<file path="config.mk">
export PLATFORM = sky130hd
export DESIGN_NAME = signal_window_accumulator
export DESIGN_NICKNAME = d
export VERILOG_FILES = /design/src/inc/acc_pkg.sv /design/src/design/acc_divider.sv /design/src/design/acc_fifo.sv /design/src/design/signal_window_accumulator.sv
export SDC_FILE = /design/constraint.sdc
export NUM_CORES = 2
export LEC_CHECK = 0
export BUFFER_PORTS_ARGS = -buffer_cell sky130_fd_sc_hd__buf_2
export CAP_MARGIN = 0
export CORE_MARGIN = 1
export CORE_UTILIZATION = 56
export DETAILED_ROUTE_END_ITERATION = 12
export GPL_TIMING_DRIVEN = 0
export PLACE_DENSITY = 0.82
export SYNTH_ARGS = -nofsm -noshare
export SYNTH_HDL_FRONTEND = slang
export SYNTH_HIERARCHICAL = 1
export SYNTH_SLANG_ARGS = --single-unit
</file>
<file path="constraint.sdc">
create_clock -name clk -period 6.23 [get_ports clk]
set_clock_uncertainty 0.05 [all_clocks]
set_input_delay 0.623 -clock clk [delete_from_list [all_inputs] [get_ports clk]]
set_output_delay 0.623 -clock clk [all_outputs]
set_load 0.005 [all_outputs]
</file>
<file path="src/inc/acc_pkg.sv">
package acc_pkg;
  typedef enum logic [1:0] {
    MODE_TIMER,
    MODE_COUNT,
    MODE_STROBE
  } win_mode_t;
  localparam int unsigned CLK_MHZ      = 200;
  localparam int unsigned WIN_TIME_MS  = 500;
  localparam int unsigned WIN_CYCLES   = WIN_TIME_MS * 1000 * CLK_MHZ;
  localparam int unsigned DEF_RATE_DIV = 16'h00C8;
  localparam int unsigned DEF_COUNT    = 16'h0004;
  localparam int unsigned FIFO_DEPTH   = 8;
endpackage : acc_pkg

</file>
<file path="src/design/acc_divider.sv">
`timescale 1ns/1ps
// Restoring divider, one quotient bit per cycle; slow but small.
module acc_divider #(
  parameter int unsigned W = 32
) (
  input  wire logic         clk,
  input  wire logic         srst,
  input  wire logic         start,
  input  wire logic [W-1:0] dividend,
  input  wire logic [W-1:0] divisor,
  output logic              busy,
  output logic              done,
  output logic      [W-1:0] quotient
);
  localparam int CW = $clog2(W+1);
  typedef struct packed {
    logic [W-1:0]  q;
    logic [W:0]    rem;
    logic [W-1:0]  den;
    logic [CW-1:0] cnt;
    logic          busy;
    logic          done;
  } div_st_t;
  div_st_t st_r, st_nxt;
  assign busy     = st_r.busy;
  assign done     = st_r.done;
  assign quotient = st_r.q;
  always_comb begin
    logic [W:0] trial;
    trial = '0;
    st_nxt = st_r;
    st_nxt.done = 1'b0;
    if (start && !st_r.busy) begin
      st_nxt.q    = dividend;
      st_nxt.rem  = '0;
      st_nxt.den  = (divisor == '0) ? W'(1) : divisor;
      st_nxt.cnt  = CW'(W);
      st_nxt.busy = 1'b1;
    end else if (st_r.busy) begin
      trial = {st_r.rem[W-1:0], st_r.q[W-1]};
      st_nxt.q = {st_r.q[W-2:0], 1'b0};
      if (trial >= {1'b0, st_r.den}) begin
        trial = trial - {1'b0, st_r.den};
        st_nxt.q[0] = 1'b1;
      end
      st_nxt.rem = trial;
      st_nxt.cnt = st_r.cnt - 1'b1;
      if (st_r.cnt == CW'(1)) begin
        st_nxt.busy = 1'b0;
        st_nxt.done = 1'b1;
      end
    end
  end
  always_ff @(posedge clk) begin
    if (srst) begin
      st_r <= '0;
    end else begin
      st_r <= st_nxt;
    end
  end
endmodule : acc_divider

</file>
<file path="src/design/acc_fifo.sv">
`timescale 1ns/1ps
module acc_fifo #(
  parameter int unsigned W = 16,
  parameter int unsigned D = 8
) (
  input  wire logic         clk,
  input  wire logic         srst,
  input  wire logic         in_valid,
  output logic              in_ready,
  input  wire logic [W-1:0] in_data,
  output logic              out_valid,
  input  wire logic         out_ready,
  output logic      [W-1:0] out_data
);
  localparam int AW = $clog2(D);
  typedef struct packed {
    logic [D-1:0][W-1:0] mem;
    logic [AW-1:0]       wp;
    logic [AW-1:0]       rp;
    logic [AW:0]         cnt;
  } fifo_st_t;
  fifo_st_t st_r, st_nxt;
  logic push, pop;
  assign in_ready  = st_r.cnt != (AW+1)'(D);
  assign out_valid = st_r.cnt != '0;
  assign out_data  = st_r.mem[st_r.rp];
  assign push      = in_valid && in_ready;
  assign pop       = out_valid && out_ready;
  always_comb begin
    st_nxt = st_r;
    if (push) begin
      st_nxt.mem[st_r.wp] = in_data;
      st_nxt.wp = (st_r.wp == AW'(D-1)) ? '0 : st_r.wp + 1'b1;
    end
    if (pop) begin
      st_nxt.rp = (st_r.rp == AW'(D-1)) ? '0 : st_r.rp + 1'b1;
    end
    st_nxt.cnt = st_r.cnt + (AW+1)'(push) - (AW+1)'(pop);
  end
  always_ff @(posedge clk) begin
    if (srst) begin
      st_r <= '0;
    end else begin
      st_r <= st_nxt;
    end
  end
endmodule : acc_fifo

</file>
<file path="src/design/signal_window_accumulator.sv">
`timescale 1ns/1ps
module signal_window_accumulator #(
  parameter int unsigned NCH        = 4,
  parameter int unsigned DW         = 16,
  parameter int unsigned SW         = 32,
  parameter int unsigned WIN_CYCLES = acc_pkg::WIN_CYCLES
) (
  input  wire logic                  clk,
  input  wire logic                  srst,
  input  wire logic [NCH-1:0][DW-1:0] sample_in,
  input  wire logic                  strobe_in,
  input  wire logic                  sw_strobe,
  input  wire acc_pkg::win_mode_t    win_mode,
  input  wire logic [15:0]           rate_div,
  input  wire logic [15:0]           win_count,
  input  wire logic                  avg_en,
  input  wire logic                  live_en,
  input  wire logic                  sel_wr,
  input  wire logic [7:0]            sel_wdata,
  output logic      [7:0]            sel_channel,
  input  wire logic                  thr_wr,
  input  wire logic [SW-1:0]         thr_wdata,
  output logic      [SW-1:0]         thr_level,
  input  wire logic                  global_thr,
  input  wire logic                  thr_below,
  input  wire logic                  mute,
  input  wire logic                  capture_en,
  output logic                       active,
  output logic                       done,
  output logic [NCH-1:0][SW-1:0]     strobed_result_store,
  output logic      [SW-1:0]         selected_channel_result,
  output logic                       threshold_pass_flag,
  output logic                       threshold_event_valid,
  input  wire logic                  threshold_event_ready,
  output logic      [2*SW-1:0]       threshold_event_store
);
  localparam int CH_W = $clog2(NCH) > 0 ? $clog2(NCH) : 1;

  typedef enum logic [1:0] {
    ST_IDLE,
    ST_RUN,
    ST_DIV
  } acc_state_t;

  typedef struct packed {
    acc_state_t                state;
    logic                      strobe_d;
    logic [15:0]               rate_cnt;
    logic [31:0]               win_cnt;
    logic [31:0]               nsamp;
    logic [NCH-1:0][SW-1:0]    sum;
    logic [NCH-1:0][SW-1:0]    res;
    logic [NCH-1:0][SW-1:0]    thr;
    logic [CH_W-1:0]           div_ch;
    logic [SW-1:0]             sel_res;
    logic [7:0]                sel;
    logic                      done;
    logic                      pass_d;
    logic [31:0]               tstamp;
  } acc_st_t;

  acc_st_t st_r, st_nxt;

  logic            tick;
  logic            strobe_rise;
  logic            start_req;
  logic [CH_W-1:0] sel_idx;
  logic            div_start;
  logic            div_busy;
  logic            div_done;
  logic [SW-1:0]   div_q;
  logic            pass_raw;
  logic            ev_push;
  logic            ev_ready;

  assign tick        = st_r.rate_cnt == 16'h0000;
  assign strobe_rise = strobe_in && !st_r.strobe_d;
  assign start_req   = strobe_rise || sw_strobe;
  assign sel_idx     = CH_W'(st_r.sel);
  assign div_start   = st_r.state == ST_DIV && !div_busy && !div_done;

  acc_divider #(
    .W (SW)
  ) u_div (
    .clk      (clk),
    .srst     (srst),
    .start    (div_start),
    .dividend (st_r.sum[st_r.div_ch]),
    .divisor  (st_r.nsamp[SW-1:0]),
    .busy     (div_busy),
    .done     (div_done),
    .quotient (div_q)
  );

  // Criterion evaluated on the published selected value, per channel threshold.
  assign pass_raw = thr_below ? (st_r.sel_res < st_r.thr[sel_idx])
                              : (st_r.sel_res > st_r.thr[sel_idx]);

  // Events that arrive while the FIFO is full are dropped rather than stalling the accumulator.
  assign ev_push = capture_en && pass_raw && !mute && !st_r.pass_d;

  acc_fifo #(
    .W (2*SW),
    .D (acc_pkg::FIFO_DEPTH)
  ) u_evq (
    .clk       (clk),
    .srst      (srst),
    .in_valid  (ev_push),
    .in_ready  (ev_ready),
    .in_data   ({st_r.tstamp[SW-1:0], st_r.sel_res}),
    .out_valid (threshold_event_valid),
    .out_ready (threshold_event_ready),
    .out_data  (threshold_event_store)
  );

  always_comb begin
    logic win_end;
    win_end = 1'b0;
    st_nxt = st_r;
    st_nxt.done     = 1'b0;
    st_nxt.strobe_d = strobe_in;
    st_nxt.tstamp   = st_r.tstamp + 32'h0000_0001;
    st_nxt.pass_d   = pass_raw && !mute;
    st_nxt.rate_cnt = tick ? ((rate_div == 16'h0000) ? 16'h0000 : rate_div - 16'h0001)
                           : st_r.rate_cnt - 16'h0001;
    if (sel_wr) begin
      st_nxt.sel = sel_wdata;
    end
    if (thr_wr) begin
      for (int i = 0; i < NCH; i++) begin
        if (global_thr || i == int'(sel_idx)) begin
          st_nxt.thr[i] = thr_wdata;
        end
      end
    end
    case (st_r.state)
      ST_IDLE: begin
        if ((win_mode == acc_pkg::MODE_STROBE && strobe_rise) ||
            (win_mode == acc_pkg::MODE_TIMER && start_req) ||
            (win_mode == acc_pkg::MODE_COUNT)) begin
          st_nxt.state   = ST_RUN;
          st_nxt.sum     = '0;
          st_nxt.nsamp   = 32'h0000_0000;
          st_nxt.win_cnt = 32'h0000_0000;
        end
      end
      ST_RUN: begin
        st_nxt.win_cnt = st_r.win_cnt + 32'h0000_0001;
        if (tick) begin
          st_nxt.nsamp = st_r.nsamp + 32'h0000_0001;
          for (int i = 0; i < NCH; i++) begin
            st_nxt.sum[i] = st_r.sum[i] + SW'(sample_in[i]);
          end
        end
        case (win_mode)
          acc_pkg::MODE_TIMER:  win_end = st_r.win_cnt == WIN_CYCLES - 1;
          acc_pkg::MODE_COUNT:  win_end = tick && st_nxt.nsamp >= 32'(win_count);
          acc_pkg::MODE_STROBE: win_end = !strobe_in;
          default:              win_end = 1'b1;
        endcase
        if (win_end) begin
          if (avg_en) begin
            st_nxt.state  = ST_DIV;
            st_nxt.div_ch = '0;
          end else begin
            st_nxt.state = ST_IDLE;
            st_nxt.done  = 1'b1;
            st_nxt.res   = st_nxt.sum;
            st_nxt.sel_res = st_nxt.sum[sel_idx];
          end
        end else if (live_en && tick) begin
          st_nxt.res     = st_nxt.sum;
          st_nxt.sel_res = st_nxt.sum[sel_idx];
        end
      end
      ST_DIV: begin
        if (div_done) begin
          st_nxt.res[st_r.div_ch] = div_q;
          if (st_r.div_ch == CH_W'(NCH-1)) begin
            st_nxt.state   = ST_IDLE;
            st_nxt.done    = 1'b1;
            st_nxt.sel_res = (st_r.div_ch == sel_idx) ? div_q : st_r.res[sel_idx];
          end else begin
            st_nxt.div_ch = st_r.div_ch + 1'b1;
          end
        end
      end
      default: st_nxt.state = ST_IDLE;
    endcase
  end

  always_ff @(posedge clk) begin
    if (srst) begin
      st_r <= '0;
      st_r.state <= ST_IDLE;
    end else begin
      st_r <= st_nxt;
    end
  end

  assign active                  = st_r.state != ST_IDLE;
  assign done                    = st_r.done;
  assign strobed_result_store    = st_r.res;
  assign selected_channel_result = st_r.sel_res;
  assign sel_channel             = st_r.sel;
  assign thr_level               = st_r.thr[sel_idx];
  assign threshold_pass_flag     = st_r.pass_d;

  property p_done_ends_active;
    @(posedge clk) disable iff (srst) done |-> $past(st_r.state) != ST_IDLE && !active;
  endproperty
  a_done_ends_active: assert property (p_done_ends_active) else $error("done without window");

  property p_active_state;
    @(posedge clk) disable iff (srst) $rose(active) |-> $past(win_mode == acc_pkg::MODE_COUNT || start_req);
  endproperty
  a_active_state: assert property (p_active_state) else $error("active mismatch");

  property p_mute;
    @(posedge clk) disable iff (srst) $past(mute) |-> !threshold_pass_flag;
  endproperty
  a_mute: assert property (p_mute) else $error("pass while muted");

  property p_latch;
    @(posedge clk) disable iff (srst) done && !$past(avg_en) |-> strobed_result_store == $past(st_nxt.sum);
  endproperty
  a_latch: assert property (p_latch) else $error("result not latched");

  property p_hold;
    @(posedge clk) disable iff (srst) !done && !$past(live_en) && $past(st_r.state) != ST_DIV
      |-> $stable(strobed_result_store);
  endproperty
  a_hold: assert property (p_hold) else $error("result changed outside done");

  property p_sel_write;
    @(posedge clk) disable iff (srst) sel_wr |=> sel_channel == $past(sel_wdata);
  endproperty
  a_sel_write: assert property (p_sel_write) else $error("select not written");

  property p_thr_write;
    @(posedge clk) disable iff (srst) thr_wr && !sel_wr |=> thr_level == $past(thr_wdata);
  endproperty
  a_thr_write: assert property (p_thr_write) else $error("threshold not written");

  property p_global;
    @(posedge clk) disable iff (srst) thr_wr && global_thr |=> st_r.thr[0] == $past(thr_wdata);
  endproperty
  a_global: assert property (p_global) else $error("global threshold not applied");

  property p_pass;
    @(posedge clk) disable iff (srst) threshold_pass_flag == $past(!mute && (thr_below ?
      selected_channel_result < thr_level : selected_channel_result > thr_level));
  endproperty
  a_pass: assert property (p_pass) else $error("pass flag wrong");

  property p_clear;
    @(posedge clk) disable iff (srst) $rose(active) |-> st_r.nsamp == 32'h0000_0000 && st_r.sum == '0;
  endproperty
  a_clear: assert property (p_clear) else $error("count not cleared");

  // Pre-edge sampling means each |=> consequent below is judged one edge after its cause.
  property p_done_pulse;
    @(posedge clk) disable iff (srst) done |=> !done;
  endproperty
  a_done_pulse: assert property (p_done_pulse) else $error("done longer than one cycle");

  property p_timer_len;
    @(posedge clk) disable iff (srst) done && $past(win_mode == acc_pkg::MODE_TIMER && st_r.state == ST_RUN)
      |-> $past(st_r.win_cnt) == WIN_CYCLES - 1;
  endproperty
  a_timer_len: assert property (p_timer_len) else $error("timed window length wrong");

  property p_count_len;
    @(posedge clk) disable iff (srst)
      done && $past(win_mode == acc_pkg::MODE_COUNT && st_r.state == ST_RUN && win_count != 16'h0000)
      |-> st_r.nsamp == 32'($past(win_count));
  endproperty
  a_count_len: assert property (p_count_len) else $error("counted window length wrong");

  property p_strobe_end;
    @(posedge clk) disable iff (srst) st_r.state == ST_RUN && win_mode == acc_pkg::MODE_STROBE && !strobe_in
      |=> st_r.state != ST_RUN;
  endproperty
  a_strobe_end: assert property (p_strobe_end) else $error("strobe window did not end");

  property p_strobe_start;
    @(posedge clk) disable iff (srst)
      st_r.state == ST_IDLE && win_mode == acc_pkg::MODE_STROBE && strobe_in && !st_r.strobe_d |=> active;
  endproperty
  a_strobe_start: assert property (p_strobe_start) else $error("strobe window did not start");

  property p_strobe_hold;
    @(posedge clk) disable iff (srst) st_r.state == ST_RUN && win_mode == acc_pkg::MODE_STROBE && strobe_in
      |=> st_r.state == ST_RUN;
  endproperty
  a_strobe_hold: assert property (p_strobe_hold) else $error("strobe window ended early");

  property p_sw_start;
    @(posedge clk) disable iff (srst) st_r.state == ST_IDLE && win_mode == acc_pkg::MODE_TIMER && sw_strobe
      |=> active;
  endproperty
  a_sw_start: assert property (p_sw_start) else $error("software strobe ignored");

  property p_timer_idle;
    @(posedge clk) disable iff (srst) st_r.state == ST_IDLE && win_mode == acc_pkg::MODE_TIMER && !sw_strobe &&
      !(strobe_in && !st_r.strobe_d) |=> !active;
  endproperty
  a_timer_idle: assert property (p_timer_idle) else $error("timed window started unasked");

  property p_tick_sum;
    @(posedge clk) disable iff (srst) st_r.state == ST_RUN && tick
      |=> st_r.sum[0] == $past(st_r.sum[0]) + SW'($past(sample_in[0]));
  endproperty
  a_tick_sum: assert property (p_tick_sum) else $error("sample not added on tick");

  property p_no_tick;
    @(posedge clk) disable iff (srst) st_r.state == ST_RUN && !tick |=> $stable(st_r.sum);
  endproperty
  a_no_tick: assert property (p_no_tick) else $error("sum changed between ticks");

  property p_live;
    @(posedge clk) disable iff (srst) live_en && st_r.state == ST_RUN && tick
      |=> strobed_result_store == st_r.sum || st_r.state == ST_DIV;
  endproperty
  a_live: assert property (p_live) else $error("live result not refreshed");

  property p_sel_follow;
    @(posedge clk) disable iff (srst) done && !$past(sel_wr)
      |-> selected_channel_result == strobed_result_store[sel_idx];
  endproperty
  a_sel_follow: assert property (p_sel_follow) else $error("selected result not chosen channel");

  property p_ev_push;
    @(posedge clk) disable iff (srst) ev_push && ev_ready |=> threshold_event_valid;
  endproperty
  a_ev_push: assert property (p_ev_push) else $error("event not captured");

  property p_ev_hold;
    @(posedge clk) disable iff (srst) threshold_event_valid && !threshold_event_ready
      |=> threshold_event_valid && $stable(threshold_event_store);
  endproperty
  a_ev_hold: assert property (p_ev_hold) else $error("event word not held");

  property p_div_only_avg;
    @(posedge clk) disable iff (srst) st_r.state == ST_DIV && $past(st_r.state) == ST_RUN |-> $past(avg_en);
  endproperty
  a_div_only_avg: assert property (p_div_only_avg) else $error("divide without averaging");

  property p_thr_keep;
    @(posedge clk) disable iff (srst) thr_wr && !global_thr && sel_idx != CH_W'(0)
      |=> st_r.thr[0] == $past(st_r.thr[0]);
  endproperty
  a_thr_keep: assert property (p_thr_keep) else $error("local threshold write spread");

  property p_sel_hold;
    @(posedge clk) disable iff (srst) !sel_wr |=> $stable(sel_channel);
  endproperty
  a_sel_hold: assert property (p_sel_hold) else $error("select changed unwritten");

  property p_thr_hold;
    @(posedge clk) disable iff (srst) !thr_wr && !sel_wr |=> $stable(thr_level);
  endproperty
  a_thr_hold: assert property (p_thr_hold) else $error("threshold changed unwritten");
endmodule : signal_window_accumulator

</file>
==> impl_metrics.yaml <==
outcome:
  status: "finished, violations left"
  violations: "capacitance limit, slew limit"
timing:
  period_needed_ns: 6.22
  timing.final.ws_setup_ns: 0.00834
  fmax_ghz: 0.161
  worstMarginPinSlew_ns: 1.57
  max-slew-margin-rel_pct: -4.73
  finalMaxSlewViolations: 15
  period_share_pct: 99.9
  finalHoldViolCount: 0
  setup_viol: 0
  tns_ns: 0
cells_and_area:
  area_growth_pct: 13.4
  drive_gt1_share_pct: 17.1
  final_common_cell: "dfxtp_1"
  final_nets: 8261
  final_cell_mix: "1,168 x dfxtp_1, 766 x nand2_1, 700 x mux2i_1"
synth:
  synth_area_um2: 66500
  yosys.area.top_type: "dfxtp_1"
  ys_warn_count: 6
  ys_seq_elements: 1169
  yosysSeqAreaShare_pct: 35.2
  synth-edff-count: 0
  ys.flop_type: "dfxtp_1"
  async_flop_share_pct: 0
  synth_top_area_share_pct: 35.2
  yosysUniqueCellTypes: 94
  synthCells: 7377
  synthesis.nets: 7703
  synth.area.top_cells: "dfxtp_1 35%, mux2i_1 11%, mux4_2 7.8%, nand2b_1 5.6%, nand2_1 4.3%"
  syn_area_per_cell_um2: 9.01
grt:
  grt_use_total_pct: 43.2
  met3_usage_pct: 10.9
  grt_use_met1_pct: 53.4
  antenna_found_initial: 14
  grt_overflow: 0
  grt.busiest_layer: "met2"
  grt_pass1_wl_um: 387000
  grt_pass1_vias: 59104
  use_met2_pct: 65.3
  grt_max_degree: 20
setup_path:
  rr_worst_depth: 20
  arrival_ns: 6.85
  cp.required_ns: 6.86
  reg2reg_from: "st_r[534]"
  crit_slowest_cell: "or4_1"
  cp_top_family: "simple AND/OR/NAND/NOR gates"
  path_cells: "nor4_4, nand4_1, clkbuf_2, nor2_4, clkbuf_4, clkbuf_4, buf_4, xnor2_1, ha_1, nand2b_1, a31oi_1, nor3_1, nor4_1, o311ai_0, or4_1, buf_2, o21ai_4, clkbuf_1, a21oi_1, nor3_1"
  reg2reg_slack_ns: 0.008
  endpoint_kind: "register"
  regToRegEndpoint: "selected_channel_result[6]"
  startpoint_type: "register"
  critPathBufInv: 6
  critPathKind: "reg -> reg"
  crit_fanout: 10
  critPathMaxStageDelay_ns: 0.58
floorplanning:
  initial_core_util_pct: 56.4
  dieHeight_um: 347
  coreArea_um2: 118000
  dieArea_um2: 120000
  rows: 126
  io_pins: 419
  die_w_um: 347
detailed_routing:
  first_pass_iters: 8
  wl_um: 267000
  vias_per_cell: 6.41
  drt_iter0_drc: 6818
  wl_per_cell_um: 27.9
  post-route-drc-count: 0
  antenna_left: 0
  via_count: 61366
placement:
  hpwlAfterDp_um: 200000
  gp_congestion: 1.08
  place_ws_ns: -3.83
  io_buffers: 417
run:
  cap_violations: 2
hold_path:
  min_path_cells: 3
  min_from: "threshold_event_ready"
  min_path_type: "in -> reg"
  holdPathEnd: "u_evq/st_r[4]"
clocking:
  cts_buffer_depth: 3
  clk_latency_ns: 0.78
  cts_sinks: 1169
  clk_pin_slew_worst_paths_ns: 0.06
  clockRootBuffer: "clkbuf_16"
  htree_levels: 4
  cts_inserted_buffers: 132
  cts_tree: "yes"
power:
  ir_drop_uv: 284
  p_leak_nw: 32.2
  power.density_nw_per_um2: 308
cells in the mapped netlist, types with 15 or more instances:
master,instances
a21o_1,64
a211oi_1,84
mux2_2,87
o221ai_1,15
buf_12,19
nor4_1,36
a31oi_1,25
mux4_2,230
xnor2_1,103
clkbuf_1,356
xor2_1,131
a311oi_1,19
buf_1,104
nand3_1,111
and2_1,26
o211ai_1,50
or3_1,38
nor2_1,573
nand4_1,58
a22oi_1,74
nand2b_1,596
buf_4,210
buf_2,37
buf_6,43
o21a_1,24
a2111oi_0,20
inv_1,170
nor3_1,77
o21ai_0,273
nand2_1,767
dfxtp_1,1169
a21oi_1,559
and3_1,66
nor2b_1,32
ha_1,169
o21bai_1,15
mux2i_1,704
timing repair:
| item | CTS | global route |
|---|---|---|
| endpoints found under the hold margin | 0 | 0 |
| resized for setup | 78 | 43 |
| buffers inserted | 6 | 0 |
| setup endpoints to repair | 712 | 635 |
| pin swaps | 3 | 0 |
| hold buffers | 0 | 0 |
flip-flops by register name, summed over array words and instances, names as in the netlist:
signal                   count
done                         1
sel_channel                  8
selected_channel_result     32
st_r                       373
strobed_result_store       128
threshold_pass_flag          1
u_div/busy                   1
u_div/done                   1
u_div/quotient              32
u_div/st_r                  70
u_evq/st_r                 522
tightest hold or removal path, stage by stage:
cell and delay [ns]:
buf_2 0.08, nand3_1 0.05, o21ai_0 0.06
kinds of logic after synthesis:
| kind of cell | synth area share, % |
|---|---|
| fa+ha+maj | 3.36 |
| simple gates | 17.9 |
| flops | 35.2 |
| buf+inv | 7.60 |
| xor+xnor | 3.08 |
| mux | 19.9 |
| compound gates | 13.0 |
per-layer routing:
| layer | vias to the layer above | wire (um) |
|---|---|---|
| li1 | 26855 | - |
| met5 | - | 124 |
| met1 | 29749 | 101000 |
| met3 | 961 | 28900 |
| met4 | 16 | 22700 |
| met2 | 3785 | 115000 |
area by class of cell:
class / instances / area [um2]
antenna: 3 / 7.51
sequential: 1169 / 23400
buffer: 767 / 4530
multi-input combinational: 5265 / 38200
clock buffer: 188 / 3750
tap: 1536 / 1920
inverter: 170 / 638
clock inverter: 48 / 719
timing repair buffer: 430 / 2200
fill: 9636 / 42500
power by group:
| part | switching [mW] | leakage, nW | internal [mW] |
|---|---|---|---|
| Sequential | 0.632 | 9.45 | 7.83 |
| Combinational | 4.18 | 20.6 | 2.41 |
| Clock | 3.44 | 2.19 | 4.75 |
through the flow:
stage | instances | instance area [um2] | total power, mW | utilization, % | hold WS (ns)
after global placement | 9330 | 70500 | 14.6 | 59.8 | 0.388
after CTS | 9574 | 75300 | 22.9 | 63.8 | 0.00991
final | 9576 | 75400 | 23.2 | 63.9 | 0.0316
after detailed placement | 9335 | 70600 | 14.7 | 59.8 | 0.396
after global routing | 9574 | 75400 | 23.8 | 63.9 | 0.0705
after floorplan | 7377 | 66500 | 12.2 | - | 0.376
worst max-delay path by stage:
stage,startpoint,to,slack (ns),cells past startpoint
2_1_floorplan,sel_channel[1],u_evq/st_r[2],0.11,25
3_3_place_gp,sel_channel[1],u_evq/st_r[2],-3.94,25
3_5_place_dp,sel_channel[1],u_evq/st_r[2],-3.83,25
4_1_cts,st_r[528],strobed_result_store[16],0.007,20
5_1_grt,st_r[528],strobed_result_store[25],-0.03,19
6_report,st_r[534],selected_channel_result[6],0.008,20
Note: power is estimated with default switching activity, not from simulation.
